File: src/intc_pkg.sv
// package: register map, field layout and reset values of the request bookkeeping block
package intc_pkg;
  localparam int ADDR_W = 4;
  localparam int DATA_W = 32;
  localparam int REG_W = 16;
  localparam int NUM_SRC = 21;
  localparam int PRIO_W = 3;
  // word offsets on the avalon bus
  localparam logic [ADDR_W-1:0] OFS_FLAGS_0 = 4'h0;
  localparam logic [ADDR_W-1:0] OFS_FLAGS_1 = 4'h1;
  localparam logic [ADDR_W-1:0] OFS_FLAGS_4 = 4'h2;
  localparam logic [ADDR_W-1:0] OFS_ENABLES_0 = 4'h3;
  localparam logic [ADDR_W-1:0] OFS_ENABLES_1 = 4'h4;
  localparam logic [ADDR_W-1:0] OFS_ENABLES_4 = 4'h5;
  localparam logic [ADDR_W-1:0] OFS_PRIOS_0 = 4'h6;
  localparam logic [ADDR_W-1:0] OFS_PRIOS_EXT = 4'h7;
  localparam logic [ADDR_W-1:0] OFS_IRQ_STATUS = 4'h8;
  localparam logic [ADDR_W-1:0] OFS_IRQ_MASK = 4'h9;
  localparam logic [ADDR_W-1:0] OFS_WINNER = 4'hA;
  // implemented bit masks
  localparam logic [REG_W-1:0] MASK_FLAGS_0 = 16'h3FEF;
  localparam logic [REG_W-1:0] MASK_FLAGS_1 = 16'h20DB;
  localparam logic [REG_W-1:0] MASK_FLAGS_4 = 16'h0002;
  localparam logic [REG_W-1:0] MASK_PRIOS = 16'h7777;
  localparam logic [REG_W-1:0] RST_FLAGS = 16'h0000;
  localparam logic [REG_W-1:0] RST_ENABLES = 16'h0000;
  localparam logic [REG_W-1:0] RST_PRIOS_0 = 16'h4444;
  localparam logic [PRIO_W-1:0] RST_PRIO = 3'h4;
  localparam logic [PRIO_W-1:0] PRIO_OFF = 3'h0;
  // source index of bit positions in the flat source vector
  localparam int SRC_F0_LO = 0;
  localparam int SRC_F1_LO = 16;
  localparam int IRQ_W = 2;
  localparam int IRQ_NEW_REQ = 0;
  localparam int IRQ_WRITE_ERR = 1;
  localparam int ID_W = 5;
  localparam logic [ID_W-1:0] ID_NONE = 5'h1F;
  localparam logic [1:0] WS_IDLE = 2'b00;
endpackage

File: src/intc_flag_enable_prio.sv
// request flags, enables, priorities and arbitration behind an avalon-mm slave
//
// Overview of operation
// - flag reads one once request recorded
// - flags0 upper byte: conv, serial, sync, timer3
// - flags0 lower byte: timer2, captures, compares, ext0
// - unimplemented bits always read zero
// - flags1: ext2, capture8/7, ext1, change, two-wire
// - flags4 holds only serial error bit1
// - enable one lets request proceed
// - enables0 mirrors flags0 bit layout
// - enables1 mirrors flags1 bit layout
// - enables4 holds only serial error enable
// - prios0 four 3-bit fields, zero disables
// - hardware sets flag, software clears it
// - every source has a 3-bit priority field: seven levels, zero off
`timescale 1ns/1ps
module intc_flag_enable_prio
  import intc_pkg::*;
#(
  parameter int EXT_DEPTH = 32
) (
  input wire logic i_clk,
  input wire logic i_srst,
  input wire logic [intc_pkg::ADDR_W-1:0] i_avs_address,
  input wire logic i_avs_read,
  input wire logic i_avs_write,
  input wire logic [intc_pkg::DATA_W-1:0] i_avs_writedata,
  input wire logic [3:0] i_avs_byteenable,
  output logic [intc_pkg::DATA_W-1:0] o_avs_readdata,
  output logic o_avs_waitrequest,
  input wire logic [intc_pkg::REG_W-1:0] i_src_req_0,
  input wire logic [intc_pkg::REG_W-1:0] i_src_req_1,
  input wire logic [intc_pkg::REG_W-1:0] i_src_req_4,
  output logic o_cpu_req,
  output logic [intc_pkg::PRIO_W-1:0] o_cpu_level,
  output logic [intc_pkg::ID_W-1:0] o_cpu_src,
  output logic o_irq
);
  import intc_pkg::*;

  logic [REG_W-1:0] flags_0_r, flags_1_r, flags_4_r;
  logic [REG_W-1:0] flags_0_nxt, flags_1_nxt, flags_4_nxt;
  logic [REG_W-1:0] en_0_r, en_1_r, en_4_r;
  logic [REG_W-1:0] en_0_nxt, en_1_nxt, en_4_nxt;
  logic [REG_W-1:0] prios_0_r, prios_0_nxt;
  logic [IRQ_W-1:0] irq_stat_r, irq_stat_nxt, irq_mask_r, irq_mask_nxt;
  logic [DATA_W-1:0] rdata_r, rdata_nxt;
  logic ack_r, ack_nxt;
  logic cpu_req_r, cpu_req_nxt, irq_r, irq_nxt;
  logic [PRIO_W-1:0] lvl_r, lvl_nxt;
  logic [ID_W-1:0] src_r, src_nxt;
  logic any_pend_prev_r, any_pend;
  logic wr_go, rd_go;
  logic [REG_W-1:0] wlo;
  logic ext_we;
  logic [ID_W-1:0] ext_waddr;
  logic [PRIO_W-1:0] ext_wdata;
  logic [PRIO_W*EXT_DEPTH-1:0] ext_all;
  logic [2*REG_W-1:0] pend_vec;
  logic [PRIO_W-1:0] best_lvl;
  logic [ID_W-1:0] best_src;

  // merge write data under the two low byte enables
  function automatic logic [REG_W-1:0] merge(input logic [REG_W-1:0] old,
                                             input logic [REG_W-1:0] wd,
                                             input logic [1:0] be);
    merge = {be[1] ? wd[15:8] : old[15:8], be[0] ? wd[7:0] : old[7:0]};
  endfunction

  // hardware set beats software clear so no event is lost
  function automatic logic [REG_W-1:0] flag_next(input logic [REG_W-1:0] old,
                                                 input logic [REG_W-1:0] req,
                                                 input logic [REG_W-1:0] wval,
                                                 input logic wr,
                                                 input logic [REG_W-1:0] msk);
    flag_next = ((wr ? wval : old) | req) & msk;
  endfunction

  // one-cycle waitrequest: a write is taken on the edge where ack_r is high, ending its waitrequest-low cycle
  assign wr_go = i_avs_write & ack_r;
  // read data is registered on the edge before the taking edge, while waitrequest is still high, so it stands while waitrequest is low
  assign rd_go = i_avs_read & ~ack_r;
  assign wlo = i_avs_writedata[REG_W-1:0];

  // register writes and flag updates
  always_comb begin
    flags_0_nxt = flag_next(flags_0_r, i_src_req_0,
                            merge(flags_0_r, wlo, i_avs_byteenable[1:0]),
                            wr_go && i_avs_address == OFS_FLAGS_0, MASK_FLAGS_0);
    flags_1_nxt = flag_next(flags_1_r, i_src_req_1,
                            merge(flags_1_r, wlo, i_avs_byteenable[1:0]),
                            wr_go && i_avs_address == OFS_FLAGS_1, MASK_FLAGS_1);
    flags_4_nxt = flag_next(flags_4_r, i_src_req_4,
                            merge(flags_4_r, wlo, i_avs_byteenable[1:0]),
                            wr_go && i_avs_address == OFS_FLAGS_4, MASK_FLAGS_4);
    en_0_nxt = en_0_r;
    en_1_nxt = en_1_r;
    en_4_nxt = en_4_r;
    prios_0_nxt = prios_0_r;
    irq_mask_nxt = irq_mask_r;
    if (wr_go) begin
      unique case (i_avs_address)
        OFS_ENABLES_0: en_0_nxt = merge(en_0_r, wlo, i_avs_byteenable[1:0]) & MASK_FLAGS_0;
        OFS_ENABLES_1: en_1_nxt = merge(en_1_r, wlo, i_avs_byteenable[1:0]) & MASK_FLAGS_1;
        OFS_ENABLES_4: en_4_nxt = merge(en_4_r, wlo, i_avs_byteenable[1:0]) & MASK_FLAGS_4;
        OFS_PRIOS_0: prios_0_nxt = merge(prios_0_r, wlo, i_avs_byteenable[1:0]) & MASK_PRIOS;
        OFS_IRQ_MASK: irq_mask_nxt = i_avs_writedata[IRQ_W-1:0];
        default: ;
      endcase
    end
  end

  // extended priority store: write data bits 2:0 to entry given by bits 20:16
  assign ext_we = wr_go && i_avs_address == OFS_PRIOS_EXT && i_avs_byteenable[0];
  assign ext_waddr = i_avs_writedata[REG_W +: ID_W];
  assign ext_wdata = i_avs_writedata[PRIO_W-1:0];

  intc_prio_store #(
    .DEPTH(EXT_DEPTH),
    .AW(ID_W),
    .W(PRIO_W)
  ) u_store (
    .i_clk(i_clk),
    .i_srst(i_srst),
    .i_we(ext_we),
    .i_waddr(ext_waddr),
    .i_wdata(ext_wdata),
    .i_rst_val(RST_PRIO),
    .o_all(ext_all)
  );

  // priority of a flat source index: first four from prios0, rest from store
  function automatic logic [PRIO_W-1:0] prio_of(input int idx);
    logic [PRIO_W-1:0] p;
    p = ext_all[idx*PRIO_W +: PRIO_W];
    if (idx == 0) p = prios_0_r[2:0];
    if (idx == 1) p = prios_0_r[6:4];
    if (idx == 2) p = prios_0_r[10:8];
    if (idx == 3) p = prios_0_r[14:12];
    prio_of = p;
  endfunction

  // pending sources and arbitration; lowest index wins a tie, like natural order
  always_comb begin
    pend_vec = {flags_1_r & en_1_r, flags_0_r & en_0_r};
    // serial error has no slot of its own; it borrows the unused flags1 bit 2 index
    pend_vec[SRC_F1_LO + 2] = flags_4_r[1] & en_4_r[1];
    best_lvl = PRIO_OFF;
    best_src = ID_NONE;
    for (int i = 2*REG_W-1; i >= 0; i--) begin
      if (pend_vec[i] && prio_of(i) != PRIO_OFF && prio_of(i) >= best_lvl) begin
        best_lvl = prio_of(i);
        best_src = ID_W'(i);
      end
    end
  end

  assign any_pend = best_lvl != PRIO_OFF;

  // outputs toward cpu and interrupt status
  always_comb begin
    cpu_req_nxt = any_pend;
    lvl_nxt = best_lvl;
    src_nxt = best_src;
    irq_stat_nxt = irq_stat_r;
    if (wr_go && i_avs_address == OFS_IRQ_STATUS) begin
      irq_stat_nxt = irq_stat_r & ~i_avs_writedata[IRQ_W-1:0];
    end
    if (any_pend && !any_pend_prev_r) irq_stat_nxt[IRQ_NEW_REQ] = 1'b1;
    if (wr_go && i_avs_address > OFS_WINNER) irq_stat_nxt[IRQ_WRITE_ERR] = 1'b1;
    irq_nxt = |(irq_stat_nxt & irq_mask_nxt);
  end

  // read mux; unmapped reads return zero
  always_comb begin
    rdata_nxt = '0;
    ack_nxt = (i_avs_read | i_avs_write) & ~ack_r;
    if (rd_go) begin
      unique case (i_avs_address)
        OFS_FLAGS_0: rdata_nxt[REG_W-1:0] = flags_0_r;
        OFS_FLAGS_1: rdata_nxt[REG_W-1:0] = flags_1_r;
        OFS_FLAGS_4: rdata_nxt[REG_W-1:0] = flags_4_r;
        OFS_ENABLES_0: rdata_nxt[REG_W-1:0] = en_0_r;
        OFS_ENABLES_1: rdata_nxt[REG_W-1:0] = en_1_r;
        OFS_ENABLES_4: rdata_nxt[REG_W-1:0] = en_4_r;
        OFS_PRIOS_0: rdata_nxt[REG_W-1:0] = prios_0_r;
        OFS_IRQ_STATUS: rdata_nxt[IRQ_W-1:0] = irq_stat_r;
        OFS_IRQ_MASK: rdata_nxt[IRQ_W-1:0] = irq_mask_r;
        OFS_WINNER: rdata_nxt[REG_W-1:0] = {3'h0, src_r, 5'h00, lvl_r};
        default: rdata_nxt = '0;
      endcase
    end
  end

  // state registers
  always_ff @(posedge i_clk) begin
    if (i_srst) begin
      flags_0_r <= RST_FLAGS;
      flags_1_r <= RST_FLAGS;
      flags_4_r <= RST_FLAGS;
      en_0_r <= RST_ENABLES;
      en_1_r <= RST_ENABLES;
      en_4_r <= RST_ENABLES;
      prios_0_r <= RST_PRIOS_0;
      irq_stat_r <= '0;
      irq_mask_r <= '0;
      rdata_r <= '0;
      ack_r <= 1'b0;
      cpu_req_r <= 1'b0;
      lvl_r <= PRIO_OFF;
      src_r <= ID_NONE;
      irq_r <= 1'b0;
      any_pend_prev_r <= 1'b0;
    end else begin
      flags_0_r <= flags_0_nxt;
      flags_1_r <= flags_1_nxt;
      flags_4_r <= flags_4_nxt;
      en_0_r <= en_0_nxt;
      en_1_r <= en_1_nxt;
      en_4_r <= en_4_nxt;
      prios_0_r <= prios_0_nxt;
      irq_stat_r <= irq_stat_nxt;
      irq_mask_r <= irq_mask_nxt;
      rdata_r <= rdata_nxt;
      ack_r <= ack_nxt;
      cpu_req_r <= cpu_req_nxt;
      lvl_r <= lvl_nxt;
      src_r <= src_nxt;
      irq_r <= irq_nxt;
      any_pend_prev_r <= any_pend;
    end
  end

  assign o_avs_readdata = rdata_r;
  assign o_avs_waitrequest = ~ack_r;
  assign o_cpu_req = cpu_req_r;
  assign o_cpu_level = lvl_r;
  assign o_cpu_src = src_r;
  assign o_irq = irq_r;
endmodule

File: src/intc_prio_store.sv
// little memory holding 3-bit priority fields for the sources beyond the first priority register
`timescale 1ns/1ps
module intc_prio_store #(
  parameter int DEPTH = 32,
  parameter int AW = 5,
  parameter int W = 3
) (
  input wire logic i_clk,
  input wire logic i_srst,
  input wire logic i_we,
  input wire logic [AW-1:0] i_waddr,
  input wire logic [W-1:0] i_wdata,
  input wire logic [W-1:0] i_rst_val,
  output logic [W*DEPTH-1:0] o_all
);
  logic [W-1:0] mem_r [DEPTH];
  logic [W-1:0] mem_nxt [DEPTH];
  // write port; whole contents exposed for arbitration
  always_comb begin
    for (int k = 0; k < DEPTH; k++) begin
      mem_nxt[k] = mem_r[k];
    end
    if (i_we) begin
      mem_nxt[i_waddr] = i_wdata;
    end
  end
  always_ff @(posedge i_clk) begin
    for (int k = 0; k < DEPTH; k++) begin
      mem_r[k] <= i_srst ? i_rst_val : mem_nxt[k];
    end
  end
  always_comb begin
    for (int k = 0; k < DEPTH; k++) begin
      o_all[k*W +: W] = mem_r[k];
    end
  end
endmodule

File: config.mk
export PLATFORM = sky130hd
export DESIGN_NAME = intc_flag_enable_prio
export DESIGN_NICKNAME = d
export VERILOG_FILES = /design/src/intc_pkg.sv /design/src/intc_flag_enable_prio.sv /design/src/intc_prio_store.sv
export SDC_FILE = /design/constraint.sdc
export NUM_CORES = 1
export LEC_CHECK = 0
export ABC_AREA = 1
export BUFFER_PORTS_ARGS = -buffer_cell sky130_fd_sc_hd__buf_2
export CAP_MARGIN = 5
export CORE_ASPECT_RATIO = 1.4
export CORE_MARGIN = 2
export CORE_UTILIZATION = 45
export CTS_CLUSTER_SIZE = 8
export DETAILED_ROUTE_END_ITERATION = 12
export GPL_ROUTABILITY_DRIVEN = 0
export HOLD_SLACK_MARGIN = 0.08
export PLACE_DENSITY = 0.68
export SYNTH_ARGS = -nofsm -noshare
export SYNTH_HDL_FRONTEND = slang
export SYNTH_SLANG_ARGS = --single-unit
File: constraint.sdc
create_clock -name i_clk -period 19.9 [get_ports i_clk]
set_clock_uncertainty 0.15 [all_clocks]
set_input_delay 0.995 -clock i_clk [delete_from_list [all_inputs] [get_ports i_clk]]
set_output_delay 0.995 -clock i_clk [all_outputs]
set_load 0.01 [all_outputs]
## Word level (Yosys, flattened, before mapping)

Memories as Yosys holds them, arrays and structs flattened.
Index checks and enable logic that the tools add are counted.

- Multiply operators: 0
- Shift-type cells: 0
- $lt $le $gt $ge: 35
- Eq/ne operators: 10
- Muxes and demuxes: 114
- Bitwise gates (word level): 16
- $add $sub $neg: 0
- Reduce and logical (&&, ||, !) cells: 117
- Div/mod/pow operators: 0

Operators with widths:

| cell | number |
|---|---|
| $mux W3 | 65 |
| $mux W5 | 30 |
| $reduce_bool A3 Y1 | 33 |
| $bwmux W96 | 1 |
| $mux W96 | 1 |
| $ge A3 B3 Y1 | 31 |
| $pmux W13 S7 | 1 |
| $logic_and A1 B1 Y1 | 69 |
| $and A14 B14 Y14 | 2 |
| $mux W14 | 2 |
| $or A14 B14 Y14 | 2 |
| $reduce_and A3 Y1 | 7 |
| $pmux W2 S10 | 1 |
| $eq A4 B3 Y1 const B | 4 |
| $mux W8 | 2 |
| $demux W3 S5 | 1 |
| $eq A4 B4 Y1 const B | 3 |
| $mux W6 | 2 |
| $mux W2 | 5 |
| $eq A4 B2 Y1 const B | 2 |
| $ge A6 B6 Y1 const B | 1 |
| $lt A6 B1 Y1 const B | 1 |
| $not A5 Y6 | 1 |
| $and A1 B1 Y1 | 4 |
| 13 further kinds | 21 |

- Flip-flop bits (word level): 101
- Bits of input ports: 92
- Memories: 1
- Output and inout bits: 43
- Latch bits: 0
- Memory bits (read-only): 0
- Logic and storage cells: 312
- RAM bits: 96

Memory list:

| name | depth | bits a word | rd ports | clocked after memory_dff | write ports | line | text |
|---|---|---|---|---|---|---|---|
| u_store.mem_r | 32 | 3 | 32 | 0 | 32 | intc_prio_store.sv:16 | `logic [W-1:0] mem_r [DEPTH];` |

## Logic depth before layout (Yosys ltp)

An unclocked memory read counts as a cell.

- Depth in word-level cells: 103
- Gate-level depth with buffers: 184
- Mapped depth without buffers: 184

## Modules after synthesis

From an unflattened synthesis, not the netlist that was laid out.

- Cell total of the unflattened synthesis: 1421
- Area total of the unflattened synthesis: 10760.3 um2

By module, submodules not included:

| module | seq. area each (um2) | cells an instance | area an instance (um2) | times used |
|---|---|---|---|---|
| intc_flag_enable_prio | 1681.6 | 987 | 6488.7 | 1 |
| intc_prio_store | 2882.8 | 434 | 4271.6 | 1 |

## Worst setup path before layout

No wires, ideal clock.

- Path kind: reg2reg
- Start point: reg en_1_r[13]
- End point: reg irq_r, in the netlist o_irq
- Slack: 1143 ps
- Data required time: 19638 ps
- Period minus slack after synthesis: 18757 ps
- Path buffers: 0
- Stages on the path, launching flop included: 177
- Arrival: 18495 ps
- Library setup time: 112 ps
- Cells stage by stage: dfxtp_1 -> nand2_1 -> inv_2 -> nand2_1 -> nor2_1 -> inv_1 -> ha_1 -> nand2_1 -> clkinv_1 -> nand2_2 -> nand2_4 -> nand2_4 -> o21ai_0 -> ha_1 -> nor2_1 -> nand2_1 -> nand3_1 -> nand3_2 -> (+141 left out) -> a21oi_1 -> or2_2 -> nand3_2 -> nand2_2 -> nand2_2 -> and2_1 -> ha_1 -> nand2_1 -> o211ai_1 -> nand2_1 -> inv_1 -> nand2_1 -> nand2_2 -> nand3_2 -> nand2_2 -> nand2_1 -> nand2_1 -> nand2_1

- Word-level cells in the longest chain between the ends: 96

Ends and longest elaborated chain:

| element | line | text |
|---|---|---|
| start, declared | intc_flag_enable_prio.sv:44 | `logic [REG_W-1:0] en_0_r, en_1_r, en_4_r;` |
| start signal, assigned | intc_flag_enable_prio.sv:220 | `en_1_r <= en_1_nxt;` |
| $and A14 B14 Y14 * | intc_flag_enable_prio.sv:146 | `pend_vec = {flags_1_r & en_1_r, flags_0_r & en_0_r};` |
| $logic_and A1 B1 Y1 * (2 in a row) | intc_flag_enable_prio.sv:152 | `if (pend_vec[i] && prio_of(i) != PRIO_OFF && prio_of(i) >= best_lvl) begin` |
| $mux W3 * | intc_flag_enable_prio.sv:152 |  |
| $ge A3 B3 Y1 | intc_flag_enable_prio.sv:152 |  |
| $logic_and A1 B1 Y1 | intc_flag_enable_prio.sv:152 |  |
| $mux W3 * | intc_flag_enable_prio.sv:152 |  |
| $ge A3 B3 Y1 | intc_flag_enable_prio.sv:152 |  |
| $logic_and A1 B1 Y1 | intc_flag_enable_prio.sv:152 |  |
| (+79 left out) | -- |  |
| $ge A3 B3 Y1 | intc_flag_enable_prio.sv:152 |  |
| $logic_and A1 B1 Y1 | intc_flag_enable_prio.sv:152 |  |
| $mux W3 * | intc_flag_enable_prio.sv:152 |  |
| $reduce_bool A3 Y1 * | intc_flag_enable_prio.sv:159 | `assign any_pend = best_lvl != PRIO_OFF;` |
| $logic_and A1 B1 Y1 * | intc_flag_enable_prio.sv:170 | `if (any_pend && !any_pend_prev_r) irq_stat_nxt[IRQ_NEW_REQ] = 1'b1;` |
| $mux W1 * | intc_flag_enable_prio.sv:170 |  |
| $and A2 B2 Y2 * | intc_flag_enable_prio.sv:172 | `irq_nxt = \|(irq_stat_nxt & irq_mask_nxt);` |
| $reduce_or A2 Y1 * | intc_flag_enable_prio.sv:172 |  |
| end signal, assigned | intc_flag_enable_prio.sv:230 | `irq_r <= irq_nxt;` |
| end, declared | intc_flag_enable_prio.sv:50 | `logic cpu_req_r, cpu_req_nxt, irq_r, irq_nxt;` |

Mark *: on every way between the ends. The rest lies on a longest branch, timed or not.
A chain may end at the register's enable or synchronous reset.

## Worst setup path after layout

Ends and elaborated chain as after synthesis.

==> metrics.cfg <==
[status]
status = finished clean

[placement]
hpwl_um = 19300
place_area_um2 = 9620
portBuffers = 76
post-place-ws_ns = -0.270

[power_and_ir_drop]
netSwitchingFraction = 0.253
seqPwrFrac = 0.413
p_total_uw = 671
powerDensity_nw_per_um2 = 63.1
p_comb_frac = 0.066
p_sw_uw = 170
leakagePower_uw = 0.00509
clkPwrFrac = 0.521
p_int_uw = 501
ir_drop_v = 0.0000589

[floorplanning]
initial_core_util = 0.457
die_h_um = 166
die_w_um = 120
io-pin-count = 135
core.rowCount = 59
die-area_um2 = 19900
coreArea_um2 = 18500

[drt]
dr.first_iter.drc_count = 593
drc_errors = 0
viasPerCell = 5.28
finalWirelength_um = 26300
wl_per_cell_um = 15.6
num_vias = 8902
ant_nets = 0
drtPass1Iterations = 5

[clocking]
holdBufCountCts = 0
htreeDepth = 4
insertion_delay_ns = 0.43
clk_transition_reported_paths_ns = 0.07
cts_buffers = 17
cts_root_buf = clkbuf_16
cts_buffer_depth = 2
cts_tree = done
numClockSinks = 135

[finish]
fillers = 1719
drive_gt1_frac = 0.254
diodes = 0
fin_nets = 1551
area_growth_pct = 25.6
final_cell_area_um2 = 10600

[worst_setup_path]
cp_common_cell = nand2_1
crit_required_ns = 20.08
cp-start-kind = flip-flop
r2r_start = en_1_r[13]$_SDFFE_PP0P_
rrSetupSlack_ns = 1.29
cp.arrival_ns = 18.79
cp-end-kind = flip-flop
slowest_delay_ns = 0.34
critPathSlowestCell = dfxtp_2
cp_max_fo = 6
path_class = flip-flop to flip-flop
startpoint = en_1_r[13]$_SDFFE_PP0P_

[synthesis]
synth_flop_cell = dfxtp_1
synth_top_area_cell = dfxtp_1
synth_top_area_share = 0.319
avgSynthCellArea_um2 = 6.74
postSynth.asyncResetShare = 0
synth-edff-count = 0
ys_types = 44
ys_seq_area_frac = 0.319
synthCells = 1257
synth_most_common_cell = inv_1
yosysWarnings = 0
ys_top_cells_by_area = dfxtp_1 (32%), inv_1 (9.9%), nand2_1 (9.2%), o21ai_0 (6.3%), nand3_1 (5.8%)
syn-cell-area_um2 = 8470
synth-seq-cells = 135
synthTopCellsByCount = inv_1 (224), nand2_1 (207), dfxtp_1 (135)

[global_route]
antenna_found_initial = 0
grt_util_all_layers = 0.260
grt_max_degree = 89
grt_overflow = 0
grt_pass1_vias = 8272
grt_pass1_wl_um = 40800

[timing]
drv_slew = 0
relSlewSlack = 0.279
finalCritPeriodShare = 0.935
setup_viol = 0
hold_viol_final = 0
fin_ws_ns = 1.29
worst_pin_slew_ns = 1.08
period_minus_slack_ns = 18.61
fmax_mhz = 53.7

[worst_hold_path]
hold_start = u_store.mem_r[1][40]$_SDFFE_PP0P_
min_path_type = flip-flop to flip-flop

[job]
cap_violations = 0

==> path summary, 6_finish.rpt <==
path | end | cells past startpoint
worst min-delay path | u_store.mem_r[1][40]$_SDFFE_PP0P_ | 2
worst min register to register | u_store.mem_r[1][40]$_SDFFE_PP0P_ | 2
worst max register to register | o_irq$_SDFF_PP0_ | 170
worst max-delay path | o_irq$_SDFF_PP0_ | 170
==> flip-flops by register name, summed over array words and instances (netlist names) <==
name	flops
flags_4_r	1
irq_stat_r	2
o_avs_readdata	15
flags_0_r	13
en_4_r	1
any_pend_prev_r	1
u_store.mem_r	51
prios_0_r	12
irq_mask_r	2
o_irq	1
en_1_r	7
ack_r	1
flags_1_r	7
o_cpu_src	5
en_0_r	13
o_cpu_level	3
==> area by class of cell <==
cell class / count / area (um^2) / share of cell area
multi-input combinational: 861 / 4940 / 0.465
sequential: 135 / 2710 / 0.254
timing repair buffer: 179 / 1160 / 0.109
inverter: 236 / 886 / 0.0833
clock buffer: 17 / 425 / 0.0400
tap: 244 / 305 / 0.0287
clock inverter: 15 / 216 / 0.0204
==> kinds of logic after synthesis <==
family,share of synthesized area
AOI/OAI and AO/OA,0.199
buffers and inverters,0.130
adders and majority gates,0.0428
DFF,0.319
and+or+nand+nor,0.308
other,0.000443
==> stage by stage <==
stage               hold WS (ns)  cells  setup TNS (ns)  utilization
global placement           0.296   1635               0        0.519
detailed placement         0.305   1635           -1.35        0.519
CTS                        0.314   1669               0        0.556
finish                     0.342   1687               0        0.574
floorplan                  0.282   1273               0            -
global route               0.361   1687          -0.860        0.574
==> routing by layer <==
layer	up-vias	share of wire	GRT usage
met5	-	0	0
met4	0	0.040	0.116
met3	65	0.065	0.0433
met2	320	0.50	0.464
met1	4090	0.39	0.301
li1	4427	-	-
==> critical path, delay by kind of cell (launching register included) <==
| kind | cells | cell delay (ns) |
|---|---|---|
| flip-flops | 1 | 0.34 |
| AO/OA/AOI/OAI | 26 | 2.66 |
| AND/OR/NAND/NOR | 101 | 8.46 |
| adder cells (fa/ha/maj) | 20 | 5.21 |
| buffers and inverters | 23 | 1.62 |
==> repair_timing <==
action	in CTS	in global routing
setup buffers	2	18
resized for setup	12	69
pin swaps	3	58
endpoints found under the setup margin	11	11
==> cell usage in the layout, fill, tap and decap left out, types with 20 or more instances in the layout <==
master / instances
nand2_1: 201
nand3_1: 94
nor2_1: 94
ha_1: 26
dfxtp_1: 133
a31oi_1: 23
o21ai_2: 20
o21ai_0: 83
inv_1: 218
buf_2: 76
a21oi_1: 89
buf_4: 102
nand2_2: 49
nand3_2: 23
==> power by group through the flow <==
stage               clock [uW]  sequential [uW]  combinational (uW)
global placement             0              283                42.5
detailed placement           0              283                43.0
finish                     350              277                44.3
CTS                        352              277                43.3
global route               365              277                48.6
floorplan                    0              282                28.2
Note: power is estimated with default switching activity, not from simulation.
